### src/pkg/mce_defines.vh
// Behaviour
// Gyro Z, Y, X output enables reset to 1; 0 disables that axis output.
// Embedded-function enable, reset 0, gates all embedded functions and accel filters.
// Writing 1 to the step counter clear bit clears the step counter.
// Significant-motion enable, reset 0, turns significant motion detection on or off.
// Host writes 0 into every reserved bit of these registers.
// Hub-ready routing bit, reset 0, puts hub data-ready onto interrupt pin one.
// FIFO data-valid select 0: core ready or step; 1: hub data-ready.
// With select 0, step trigger select 0 uses core ready, else step detection.
// Hub trigger select 0: core data-ready; 1: external signal on pin two.
// Pull-up bit, reset 0, enables internal pull-up on auxiliary bus lines.
// Pass-through bit, reset 0, connects primary bus through to auxiliary bus.
// Hard-iron enable, reset 0, turns on magnetometer hard-iron correction.
// Hub master enable, reset 0, activates the hub bus master engine.
// Wake source free-fall flag resets 0, reads 1 after free-fall detected.
// Wake source sleep flag resets 0, reads 1 after sleep event.
// Wake source wake flag resets 0, reads 1 after wake event on any axis.
// Per-axis wake flags X, Y, Z reset 0, report axis of wake event.
// Tap source tap flag resets 0, reads 1 after any tap event.
// Single-tap flag resets 0, reads 1 after a single tap.
// Double-tap flag resets 0, reads 1 after a double tap.
// Tap sign resets 0; 0 positive, 1 negative acceleration.
// Per-axis tap flags X, Y, Z reset 0, report axis of tap event.
// Rounding enable set makes wake source reads take part in rounding.
// Soft-iron enable acts only while hard-iron enable is 1.
// Source registers are read-only; writes leave every flag unchanged.
`ifndef MCE_DEFINES_VH
`define MCE_DEFINES_VH

`define MCE_IDX_AXIS_CTRL 6'h19
`define MCE_IDX_HUB_CFG 6'h1A
`define MCE_IDX_WAKE_SRC 6'h1B
`define MCE_IDX_KNOCK_SRC 6'h1C
`define MCE_IDX_AUX_CTRL 6'h20

`define MCE_AXIS_CTRL_RST 8'h38
`define MCE_AXIS_CTRL_MASK 8'h3F
`define MCE_HUB_CFG_RST 8'h00
`define MCE_HUB_CFG_MASK 8'hDF
`define MCE_AUX_CTRL_RST 8'h00
`define MCE_AUX_CTRL_MASK 8'h07

`define MCE_B_SIG_MOTION 0
`define MCE_B_STEP_CLR 1
`define MCE_B_FUNC_ON 2
`define MCE_B_GYRO_X 3
`define MCE_B_GYRO_Y 4
`define MCE_B_GYRO_Z 5

`define MCE_B_MASTER_ON 0
`define MCE_B_HARD_IRON 1
`define MCE_B_PASS_THRU 2
`define MCE_B_PULL_UP 3
`define MCE_B_TRIG_SEL 4
`define MCE_B_VALID_SEL 6
`define MCE_B_READY_IRQ1 7

`define MCE_B_ROUNDING 0
`define MCE_B_SOFT_IRON 1
`define MCE_B_STEP_TRIG 2

`endif

### src/design/mce_regs.v
// Local design decision: the AHB-Lite register port.
`timescale 1ns/10ps
`include "mce_defines.vh"

module mce_regs #(
    parameter ADDR_W = 8
)
(
    input wire clk,
    input wire sys_rst,
    input wire hsel,
    input wire [ADDR_W-1:0] haddr,
    input wire [1:0] htrans,
    input wire hwrite,
    input wire [2:0] hsize,
    input wire hready,
    input wire [31:0] hwdata,
    output reg [31:0] hrdata,
    output wire hreadyout,
    output wire hresp,
    input wire core_data_ready,
    input wire step_detect,
    input wire hub_data_ready,
    input wire irq_pin_two,
    input wire freefall_event,
    input wire sleep_event,
    input wire wake_event,
    input wire [2:0] wake_axis,
    input wire knock_event,
    input wire knock_single,
    input wire knock_double,
    input wire knock_negative,
    input wire [2:0] knock_axis,
    output reg [2:0] gyro_axis_en,
    output reg embedded_features_on,
    output reg accel_filters_on,
    output reg step_counter_on,
    output reg tilt_on,
    output reg step_counter_clear,
    output reg sig_motion_on,
    output reg hub_master_on,
    output reg hub_trigger,
    output reg hard_iron_on,
    output reg soft_iron_on,
    output reg aux_pullup_on,
    output reg pass_through_on,
    output reg irq_pin_one,
    output reg queue_write_strobe
);

    reg [7:0] axis_ctrl_reg;
    reg [7:0] hub_cfg_reg;
    reg [7:0] aux_ctrl_reg;
    reg freefall_flag_reg;
    reg sleep_flag_reg;
    reg wake_flag_reg;
    reg [2:0] wake_axis_reg;
    reg knock_flag_reg;
    reg knock_single_reg;
    reg knock_double_reg;
    reg knock_sign_reg;
    reg [2:0] knock_axis_reg;
    reg wr_pend_reg;
    reg [ADDR_W-3:0] wr_idx_reg;
    reg [7:0] rd_byte;
    reg [7:0] wake_view;
    reg [7:0] knock_view;
    reg [31:0] hrdata_next;

    wire func_on;
    wire rounding_on;
    wire addr_ok;
    wire take;
    wire rd_take;
    wire [ADDR_W-3:0] idx;
    wire rd_wake;
    wire rd_knock;
    wire [7:0] wdat;

    assign func_on = axis_ctrl_reg[`MCE_B_FUNC_ON];
    assign rounding_on = aux_ctrl_reg[`MCE_B_ROUNDING];
    // Zero-wait slave; every access completes with OKAY
    assign hreadyout = 1'b1;
    assign hresp = 1'b0;
    assign addr_ok = (haddr[1:0] == 2'b00);
    assign take = hsel & hready & htrans[1] & addr_ok;
    assign rd_take = take & ~hwrite;
    assign idx = haddr[ADDR_W-1:2];
    assign rd_wake = rd_take & (idx == `MCE_IDX_WAKE_SRC);
    assign rd_knock = rd_take & (idx == `MCE_IDX_KNOCK_SRC);
    assign wdat = hwdata[7:0];

    // Rounding off: wake flags show live detector levels
    always @*
    begin
        if (rounding_on)
        begin
            wake_view = {2'b00, freefall_flag_reg, sleep_flag_reg, wake_flag_reg, wake_axis_reg};
        end
        else
        begin
            wake_view = {2'b00, freefall_event, sleep_event, wake_event, wake_axis};
        end
        knock_view = {1'b0, knock_flag_reg, knock_single_reg, knock_double_reg,
                      knock_sign_reg, knock_axis_reg};
    end

    always @*
    begin
        case (idx)
            `MCE_IDX_AXIS_CTRL: rd_byte = axis_ctrl_reg;
            `MCE_IDX_HUB_CFG: rd_byte = hub_cfg_reg;
            `MCE_IDX_WAKE_SRC: rd_byte = wake_view;
            `MCE_IDX_KNOCK_SRC: rd_byte = knock_view;
            `MCE_IDX_AUX_CTRL: rd_byte = aux_ctrl_reg;
            default: rd_byte = 8'h00;
        endcase
        hrdata_next = rd_take ? {24'h000000, rd_byte} : 32'h00000000;
    end

    // Read data is taken in the address phase and stands in the data phase
    always @(posedge clk)
    begin
        if (sys_rst)
        begin
            hrdata <= 32'h00000000;
            wr_pend_reg <= 1'b0;
            wr_idx_reg <= {(ADDR_W-2){1'b0}};
        end
        else
        begin
            hrdata <= hrdata_next;
            wr_pend_reg <= take & hwrite;
            wr_idx_reg <= idx;
        end
    end

    // Reserved bits are forced to zero whatever the host writes
    always @(posedge clk)
    begin
        if (sys_rst)
        begin
            axis_ctrl_reg <= `MCE_AXIS_CTRL_RST;
            hub_cfg_reg <= `MCE_HUB_CFG_RST;
            aux_ctrl_reg <= `MCE_AUX_CTRL_RST;
            step_counter_clear <= 1'b0;
        end
        else
        begin
            step_counter_clear <= 1'b0;
            if (wr_pend_reg)
            begin
                case (wr_idx_reg)
                    `MCE_IDX_AXIS_CTRL:
                    begin
                        axis_ctrl_reg <= wdat & `MCE_AXIS_CTRL_MASK;
                        step_counter_clear <= wdat[`MCE_B_STEP_CLR];
                    end
                    `MCE_IDX_HUB_CFG: hub_cfg_reg <= wdat & `MCE_HUB_CFG_MASK;
                    `MCE_IDX_AUX_CTRL: aux_ctrl_reg <= wdat & `MCE_AUX_CTRL_MASK;
                    default: axis_ctrl_reg <= axis_ctrl_reg;
                endcase
            end
        end
    end

    // Latched wake flags: an event in the clearing read wins over the clear
    always @(posedge clk)
    begin
        if (sys_rst)
        begin
            freefall_flag_reg <= 1'b0;
            sleep_flag_reg <= 1'b0;
            wake_flag_reg <= 1'b0;
            wake_axis_reg <= 3'h0;
        end
        else if (rd_wake & rounding_on)
        begin
            freefall_flag_reg <= freefall_event;
            sleep_flag_reg <= sleep_event;
            wake_flag_reg <= wake_event;
            wake_axis_reg <= wake_event ? wake_axis : 3'h0;
        end
        else
        begin
            freefall_flag_reg <= freefall_flag_reg | freefall_event;
            sleep_flag_reg <= sleep_flag_reg | sleep_event;
            wake_flag_reg <= wake_flag_reg | wake_event;
            wake_axis_reg <= wake_axis_reg | (wake_event ? wake_axis : 3'h0);
        end
    end

    // Tap flags hold until the source is read; a new tap replaces the detail
    always @(posedge clk)
    begin
        if (sys_rst)
        begin
            knock_flag_reg <= 1'b0;
            knock_single_reg <= 1'b0;
            knock_double_reg <= 1'b0;
            knock_sign_reg <= 1'b0;
            knock_axis_reg <= 3'h0;
        end
        else if (knock_event)
        begin
            knock_flag_reg <= 1'b1;
            knock_single_reg <= knock_single;
            knock_double_reg <= knock_double;
            knock_sign_reg <= knock_negative;
            knock_axis_reg <= knock_axis;
        end
        else if (rd_knock)
        begin
            knock_flag_reg <= 1'b0;
            knock_single_reg <= 1'b0;
            knock_double_reg <= 1'b0;
            knock_sign_reg <= 1'b0;
            knock_axis_reg <= 3'h0;
        end
    end

    // Function outputs, registered from the control bits
    always @(posedge clk)
    begin
        if (sys_rst)
        begin
            gyro_axis_en <= 3'h7;
            embedded_features_on <= 1'b0;
            accel_filters_on <= 1'b0;
            step_counter_on <= 1'b0;
            tilt_on <= 1'b0;
            sig_motion_on <= 1'b0;
            hub_master_on <= 1'b0;
            hub_trigger <= 1'b0;
            hard_iron_on <= 1'b0;
            soft_iron_on <= 1'b0;
            aux_pullup_on <= 1'b0;
            pass_through_on <= 1'b0;
            irq_pin_one <= 1'b0;
            queue_write_strobe <= 1'b0;
        end
        else
        begin
            gyro_axis_en <= {axis_ctrl_reg[`MCE_B_GYRO_Z], axis_ctrl_reg[`MCE_B_GYRO_Y],
                             axis_ctrl_reg[`MCE_B_GYRO_X]};
            embedded_features_on <= func_on;
            accel_filters_on <= func_on;
            step_counter_on <= func_on;
            tilt_on <= func_on;
            sig_motion_on <= func_on & axis_ctrl_reg[`MCE_B_SIG_MOTION];
            hub_master_on <= func_on & hub_cfg_reg[`MCE_B_MASTER_ON];
            if (hub_cfg_reg[`MCE_B_TRIG_SEL])
                hub_trigger <= func_on & hub_cfg_reg[`MCE_B_MASTER_ON] & irq_pin_two;
            else
                hub_trigger <= func_on & hub_cfg_reg[`MCE_B_MASTER_ON] & core_data_ready;
            hard_iron_on <= func_on & hub_cfg_reg[`MCE_B_HARD_IRON];
            soft_iron_on <= func_on & hub_cfg_reg[`MCE_B_HARD_IRON]
                            & aux_ctrl_reg[`MCE_B_SOFT_IRON];
            aux_pullup_on <= hub_cfg_reg[`MCE_B_PULL_UP];
            pass_through_on <= hub_cfg_reg[`MCE_B_PASS_THRU];
            irq_pin_one <= hub_cfg_reg[`MCE_B_READY_IRQ1] & hub_data_ready;
            if (hub_cfg_reg[`MCE_B_VALID_SEL])
                queue_write_strobe <= hub_data_ready;
            else if (aux_ctrl_reg[`MCE_B_STEP_TRIG])
                queue_write_strobe <= step_detect;
            else
                queue_write_strobe <= core_data_ready;
        end
    end

endmodule // mce_regs

### config.mk
export PLATFORM = sky130hd
export DESIGN_NAME = mce_regs
export DESIGN_NICKNAME = d
export VERILOG_FILES = /design/src/design/mce_regs.v
export VERILOG_INCLUDE_DIRS = /design/src /design/src/pkg
export SDC_FILE = /design/constraint.sdc
export NUM_CORES = 1
export LEC_CHECK = 0
export ABC_AREA = 1
export BUFFER_PORTS_ARGS = -buffer_cell sky130_fd_sc_hd__buf_2
export CORE_MARGIN = 2
export CORE_UTILIZATION = 47
export DETAILED_ROUTE_END_ITERATION = 6
export MAX_ROUTING_LAYER = met4
export PLACE_DENSITY = 0.89
export SLEW_MARGIN = 25
export SYNTH_ARGS = -nofsm -noshare
export SYNTH_HDL_FRONTEND = slang
export SYNTH_SLANG_ARGS = --single-unit
### constraint.sdc
create_clock -name clk -period 1.7 [get_ports clk]
set_clock_uncertainty 0.15 [all_clocks]
set_input_delay 0.34 -clock clk [delete_from_list [all_inputs] [get_ports clk]]
set_output_delay 0.34 -clock clk [all_outputs]
set_load 0.05 [all_outputs]
==> impl_metrics.tcl, run 1 <==
set metrics [dict create \
    hp-class "primary input to flop" \
    p_total_mw 3.10 \
    vias 2264 \
    dieArea_um2 6120 \
    grt_max_degree 27 \
    drtPass1Iterations 4 \
    synth.avg_cell_area_um2 7.60 \
    detail-route-antenna-nets 0 \
    cts-resized-gates 0 \
    vias_per_cell 4.68 \
    r2r_slack_ns 0.24 \
    clkSinkCount 58 \
    wl_um 5510 \
    final-hold-violation-count 0 \
    syn_to_final_growth_pct 20.2 \
    drc_errors 0 \
    outcome "finished clean" \
    cts_htree_levels 3 \
    p_leak_nw 1.47 \
    cts_buffers 9 \
    top_level_ports 118 \
    setup_tns_ns 0 \
    grt_usage 0.194 \
    n_antenna_cell 0 \
    crit_path_end_kind "flop" \
    synth_edf_count 0 \
    avgRoutedWirePerCell_um 11.4 \
    arrival_ns 1.53 \
    rsz0062_at_grt "false" \
    fill_cells 526 \
    cts_setup_buffers 0 \
    yosysWarningCount 0 \
    die_x_um 78.2 \
    drv_cap 0 \
    io_buffers 63 \
    clock_path_buffers 2 \
    initialDrtViolationCount 116 \
    hpwl_um 4270 \
    finalCriticalPeriod_ns 1.46 \
    largest_reg_flops 8 \
    path_max_fanout 14 \
    worst_ep_required_time_ns 1.77 \
    fmax_ghz 0.685 \
    grt_pass1_wl_um 8970 \
    start_kind "flop" \
    critPathKind "flop to flop" \
    drv_slew 0 \
    drive_gt1_frac 0.267 \
    num_rows 27 \
    antenna_found_initial 0 \
    nets 474 \
    cts-root-buf "clkbuf_8" \
    synth_area_um2 2590 \
    ir_drop_mv 0.644 \
    yosysSeqAreaShare 0.448 \
    die_h_um 78.2 \
    postSynthCellCount 341 \
    synthArstFlopShare 0 \
    grt.overflow.total 0 \
    cts_tree "done" \
    place_congestion 0.840 \
    clock_latency_ns 0.34 \
    fin_crit_sh 0.858 \
    cellPowerDensity_nw_per_um2 994 \
    synth_ff_type "dfxtp_1" \
    synth-seq-cells 58 \
    grt_pass1_vias 2125 \
    synth_cell_type_count 31 \
    start_util 0.479 \
    clkTransAtPathRegs_ns 0.07 \
    core_um2 5410 \
    hold_buffers 0 \
    setup_violations 0 \
]
==> Yosys cell counts, types with 2 or more instances <==
cell type	number	area, um2
dfxtp_1	58	1160
a21boi_0	2	15.0
clkbuf_1	2	7.51
buf_2	4	20.0
nand3_2	2	20.0
nand4_1	2	12.5
nor2_1	35	131
nand3_1	18	90.1
nand2_2	2	12.5
nand2_1	58	218
o211ai_1	3	22.5
conb_1	2	7.51
inv_2	3	11.3
buf_4	29	218
nor2_4	3	33.8
nor4_1	2	12.5
inv_1	36	135
nor2_2	10	62.6
a21oi_1	27	135
o21ai_0	28	140
nor3_1	5	25.0
==> placed cells by master (no fill, tap or decap), drive strengths merged <==
| cell type | instances |
|---|---|
| nand2 | 61 |
| clkbuf | 13 |
| nor4 | 2 |
| nor3 | 6 |
| or2 | 1 |
| a21boi | 2 |
| a21oi | 27 |
| clkinvlp | 2 |
| nor2 | 49 |
| nand3 | 21 |
| nand4 | 2 |
| dfxtp | 58 |
| and3 | 1 |
| conb | 26 |
| o21ai | 28 |
| o211ai | 3 |
| buf | 69 |
| nand3b | 1 |
| bufinv | 1 |
| inv | 39 |
==> final cells by class <==
| type | count | area [um2] | share of cell area |
|---|---|---|---|
| Multi-Input combinational cell | 230 | 1110 | 0.356 |
| Sequential cell | 58 | 1160 | 0.373 |
| Clock buffer | 13 | 179 | 0.0575 |
| Tap cell | 72 | 90.1 | 0.0289 |
| Clock inverter | 3 | 45.0 | 0.0145 |
| Timing Repair Buffer | 69 | 385 | 0.124 |
| Inverter | 39 | 146 | 0.0470 |
==> through the flow <==
stage | util | setup slack [ns] | instances | hold slack (ns) | instance area (um2)
after detailed placement | 0.535 | 0.0674 | 468 | 0.295 | 2890
after global routing | 0.576 | 0.0623 | 484 | 0.0643 | 3110
after CTS | 0.576 | 0.235 | 484 | 0.0630 | 3110
after floorplan | - | 0.276 | 365 | 0.254 | 2680
final | 0.576 | 0.241 | 484 | 0.0738 | 3110
after global placement | 0.535 | 0.106 | 468 | 0.286 | 2890
==> logic make-up after synthesis <==
family / Yosys count / synth area share
other: 2 / 0.00290
flip-flops: 58 / 0.448
AND/OR/NAND/NOR: 144 / 0.269
buffers and inverters: 77 / 0.159
AO/OA/AOI/OAI: 60 / 0.121
==> critical path, cell delays in order, from the launching register on <==
cell and delay [ns]:
dfxtp_1 0.38, nand3_1 0.14, inv_1 0.07, nand2_1 0.24, o21ai_0 0.29, a21oi_1 0.06
==> power breakdown <==
part / total [mW] / internal (mW) / switching (mW)
sequential: 1.40 / 1.39 / 0.0151
clock: 1.38 / 0.836 / 0.543
combinational: 0.314 / 0.0781 / 0.236
==> layer usage <==
| metal | wire length (um) | vias up | global-route usage |
|---|---|---|---|
| met1 | 2420 | 1005 | 0.216 |
| met3 | 438 | 15 | 0.0667 |
| met5 | 0 | - | - |
| met4 | 155 | 0 | 0.112 |
| li1 | - | 1157 | - |
| met2 | 2490 | 87 | 0.303 |
==> final timing paths <==
path                                 start                            end  cells after the start
max               wr_idx_reg[4]$_SDFF_PP0_    hub_cfg_reg[7]$_SDFFE_PP0P_                      5
min reg2reg  axis_ctrl_reg[5]$_SDFFE_PP1P_     gyro_axis_en[2]$_SDFF_PP1_                      2
min                              hwdata[5]  axis_ctrl_reg[5]$_SDFFE_PP1P_                      3
max reg2reg       wr_idx_reg[4]$_SDFF_PP0_    hub_cfg_reg[7]$_SDFFE_PP0P_                      5
Power figures use the tool's default switching activity.
==> run 2, diff against run 1 <==
- clock period: 1.7 -> 1.5 ns (I/O delays scaled with it)
==> run 2 against run 1 <==
Design area up 2.1%. Clock power rose by 14%. Power is 14% higher. Hold slack got worse by 0.046 ns. Critical path type is now flop to output port. Highest routed layer unchanged.
==> impl_metrics.tcl, run 2 (synthesis gave the netlist of run 1 again) <==
set metrics [dict create \
    start_util 0.479 \
    detail-route-antenna-nets 0 \
    setup_violations 0 \
    vias 2254 \
    num_rows 27 \
    cts_buffers 9 \
    final-hold-violation-count 0 \
    antenna_found_initial 0 \
    worst_path_dominant_cell_family "flip-flops" \
    hp-class "primary input to flop" \
    worst-path-stages 1 \
    core_um2 5410 \
    io_buffers 63 \
    grt.overflow.total 0 \
    multi_input_area_um2 1110 \
    top_level_ports 118 \
    holdWs_ns 0.0279 \
    ir_drop_mv 0.809 \
    cp_cell_sequence "buf_2" \
    arrival_ns 0.95 \
    pre_cts_slack_ns -0.142 \
    outcome "finished clean" \
    cp_slowest_stage_delay_ns 0.35 \
    cts_htree_levels 3 \
    n_antenna_cell 0 \
    clkTransAtPathRegs_ns 0.06 \
    worst-path-buf-inv 1 \
    syn_to_final_growth_pct 22.8 \
    fill_cells 523 \
    grt_usage 0.196 \
    drive_gt1_frac 0.279 \
    drv_cap 0 \
    finalCriticalPeriod_ns 1.40 \
    layout_common_cells "63 x buf_2, 58 x dfxtp_1, 57 x nand2_1, 36 x inv_1, 35 x nor2_1" \
    cellPowerDensity_nw_per_um2 1110 \
    rsz0062_at_grt "false" \
    largest_reg_flops 8 \
    clkSinkCount 58 \
    fin_crit_sh 0.933 \
    fmax_ghz 0.715 \
    hpwl_um 4280 \
    crit_path_end_kind "output port" \
    grt_pass1_wl_um 9040 \
    drv_slew 0 \
    grt_pass1_vias 2078 \
    crit_path_top_delay_cell "dfxtp_1" \
    clock_path_buffers 2 \
    wl_um 5460 \
    nets 483 \
    critPathKind "flop to output port" \
    drc_errors 0 \
    p_leak_nw 1.52 \
    die_x_um 78.2 \
    drtPass1Iterations 4 \
    cts-root-buf "clkbuf_8" \
    grt_max_degree 27 \
    initialDrtViolationCount 116 \
    hold_buffers 0 \
    path_max_fanout 4 \
    seq_area_um2 1160 \
    dieArea_um2 6120 \
    worst_ep_required_time_ns 1.05 \
    mostFrequentLayoutCell "buf_2" \
    place_congestion 0.879 \
    cts_tree "done" \
    rr_worst_depth 6 \
    start_kind "flop" \
    die_h_um 78.2 \
    avgRoutedWirePerCell_um 11.1 \
    setup_ws_ns 0.101 \
    vias_per_cell 4.58 \
    whs_path_depth 3 \
    clock_latency_ns 0.34 \
]
run 2: final timing paths:
path                                       from                            end  slack [ns]
setup / recovery             tilt_on$_SDFF_PP0_           embedded_features_on        0.10
hold / removal                        hwdata[5]  axis_ctrl_reg[5]$_SDFFE_PP1P_        0.03
setup reg to reg   aux_ctrl_reg[0]$_SDFFE_PP0P_           hrdata[1]$_SDFF_PP0_        0.12
hold reg to reg   axis_ctrl_reg[5]$_SDFFE_PP1P_     gyro_axis_en[2]$_SDFF_PP1_        0.30
run 2: layout make-up:
| class | instances | share of cell area |
|---|---|---|
| multi-input combinational | 230 | 0.349 |
| inverter | 39 | 0.0460 |
| tap | 72 | 0.0283 |
| clock buffer | 13 | 0.0500 |
| sequential | 58 | 0.365 |
| clock inverter | 2 | 0.0189 |
| timing repair buffer | 78 | 0.142 |
run 2: where the power goes:
part	internal (mW)	total, mW	leakage [nW]	switching, mW
clock	1.02	1.58	0.110	0.564
sequential	1.57	1.59	0.472	0.0167
combinational	0.0984	0.368	0.937	0.270
run 2: what timing repair did:
action                                  in CTS  in global routing
hold endpoints to repair                     0                  0
setup buffers                                0                  0
endpoints found under the setup margin       0                  6
gates resized for setup                      0                  1
run 2: routing by layer:
layer	share of wire	GRT usage	vias to the layer above	routed length [um]
li1	-	-	1181	-
met2	0.47	0.310	78	2580
met4	0.022	0.100	0	118
met5	0	-	-	0
met1	0.44	0.223	981	2400
met3	0.067	0.0644	14	364
run 2: per-stage QoR:
stage	power, mW	utilization	area (um2)	TNS [ns]	cells
finish	3.54	0.588	3180	0	492
global route	3.70	0.588	3180	0	492
CTS	3.58	0.588	3180	0	492
detailed placement	1.99	0.547	2960	-1.99	477
global placement	1.98	0.547	2960	-1.24	477
floorplan	1.93	-	2680	0	365
==> run 3, diff against run 2 <==
- CORE_UTILIZATION: 47 -> 30
- PLACE_DENSITY: 0.89 -> 0.64
==> run 3 against run 2 <==
Clock-buffer cell count is 3 lower. Flip-flop and latch count stayed put. Hold slack better by 0.023 ns. Design area is 2.6% higher. Die area is 53% higher. Core utilization is 20 points lower. Non-clock buffer count is 6 higher. Sequential power hardly changed. Critical endpoint unchanged.
==> impl_metrics.tcl, run 3 (synthesis gave the netlist of run 1 again) <==
set metrics [dict create \
    clock_latency_ns 0.33 \
    critPathKind "flop to output port" \
    mostFrequentLayoutCell "buf_2" \
    avgRoutedWirePerCell_um 11.2 \
    start_kind "flop" \
    vias_per_cell 4.34 \
    outcome "finished clean" \
    multi_input_area_um2 1120 \
    crit_start "tilt_on$_SDFF_PP0_" \
    io_buffers 63 \
    cts-root-buf "clkbuf_8" \
    cts_tree "done" \
    n_antenna_cell 0 \
    setup_ws_ns 0.101 \
    fmax_ghz 0.715 \
    r2r-end "hub_cfg_reg[4]$_SDFFE_PP0P_" \
    seq_area_um2 1160 \
    die_h_um 96.9 \
    whs_path_depth 3 \
    place_congestion 0.808 \
    timing.rr.start "wr_pend_reg$_SDFF_PP0_" \
    syn_to_final_growth_pct 25.9 \
    design_area_um2 3260 \
    drv_slew 0 \
    layout_common_cells "63 x buf_2, 58 x dfxtp_1, 57 x nand2_1, 36 x inv_1, 35 x nor2_1" \
    antenna_found_initial 0 \
    grt_pass1_wl_um 9630 \
    dieArea_um2 9390 \
    path_max_fanout 4 \
    clock_path_buffers 2 \
    worst-path-buf-inv 1 \
    grt.overflow.total 0 \
    rr_worst_depth 5 \
    initialDrtViolationCount 84 \
    dp.cells 514 \
    r2r_slack_ns 0.13 \
    drive_gt1_frac 0.293 \
    nets 489 \
    hp-class "primary input to flop" \
    ir_drop_mv 0.373 \
    num_rows 33 \
    fill_cells 876 \
    pre_cts_slack_ns -0.141 \
    cp_slowest_stage_delay_ns 0.35 \
    crit_path_top_delay_cell "dfxtp_1" \
    grt_max_degree 21 \
    critPathCapture "embedded_features_on" \
    hpwl_um 4610 \
    p_total_mw 3.67 \
    cp_cell_sequence "buf_2" \
    clkTransAtPathRegs_ns 0.06 \
    die_x_um 96.9 \
    rsz0062_at_grt "false" \
    drc_errors 0 \
    setup_violations 0 \
    start_util 0.312 \
    vias 2309 \
    arrival_ns 0.95 \
    cts_htree_levels 3 \
    detail-route-antenna-nets 0 \
    cellPowerDensity_nw_per_um2 1130 \
    worst_path_dominant_cell_family "flip-flops" \
    hold_buffers 0 \
    drv_cap 0 \
    worst_ep_required_time_ns 1.05 \
    setup_tns_ns 0 \
    wl_um 5970 \
    p_leak_nw 1.55 \
    cts_buffers 9 \
    fin_crit_sh 0.932 \
    clkSinkCount 58 \
    fin_cells 532 \
    drtPass1Iterations 4 \
    finalCriticalPeriod_ns 1.40 \
    crit_path_end_kind "output port" \
    largest_reg_flops 8 \
    worst-path-stages 1 \
    final-hold-violation-count 0 \
    holdWs_ns 0.0510 \
    core_um2 8300 \
    grt_pass1_vias 2062 \
    place_area_um2 3000 \
    grt_usage 0.132 \
    utilization 0.393 \
    top_level_ports 118 \
]
run 3: changes by cell type in the layout (fill, tap and decap cells not counted), sizes merged:
cell,delta
clkbuf,-3
clkinv,+3
buf,+6
bufinv,+1
run 3: what timing repair did:
action,4_1_cts,5_1_grt
endpoints found under the setup margin,0,10
buffers inserted,0,2
resized for setup,0,3
hold endpoints to repair,0,0
run 3: layout make-up:
type	instances	area share
Multi-Input combinational cell	230	0.342
Sequential cell	58	0.356
Inverter	39	0.0449
Clock buffer	10	0.0391
Tap cell	105	0.0403
Timing Repair Buffer	84	0.145
Clock inverter	6	0.0322
run 3: worst reg2reg max path, stage by stage, from the launching register on:
cell	delay, ns
dfxtp_1	0.37
inv_1	0.06
nor3_1	0.18
nand2_2	0.20
o21ai_0	0.24
a21oi_1	0.06
run 3: power breakdown:
group	total, mW	leakage, nW	switching (mW)	internal [mW]
registers	1.59	0.472	0.0173	1.57
logic	0.368	0.956	0.272	0.0967
clock network	1.71	0.120	0.616	1.09
total	3.67	1.55	0.905	2.76
run 3: how the worst min path moves through the flow:
stage | slack, ns | from | to
5_1_grt | 0.04 | hwdata[5] | axis_ctrl_reg[5]$_SDFFE_PP1P_
2_1_floorplan | 0.23 | sys_rst | tilt_on$_SDFF_PP0_
4_1_cts | 0.04 | hwdata[5] | axis_ctrl_reg[5]$_SDFFE_PP1P_
3_3_place_gp | 0.30 | axis_ctrl_reg[5]$_SDFFE_PP1P_ | gyro_axis_en[2]$_SDFF_PP1_
3_5_place_dp | 0.29 | axis_ctrl_reg[4]$_SDFFE_PP1P_ | gyro_axis_en[1]$_SDFF_PP1_
6_report | 0.05 | hwdata[5] | axis_ctrl_reg[5]$_SDFFE_PP1P_
run 3: routing by layer:
layer / vias up / routed length, um / GRT usage / part of all wire
li1: 1188 / - / - / -
met1: 1031 / 2720 / 0.164 / 0.46
met2: 81 / 2780 / 0.204 / 0.47
met3: 9 / 393 / 0.0412 / 0.066
met4: 0 / 76 / 0.0488 / 0.013
met5: - / 0 / - / 0
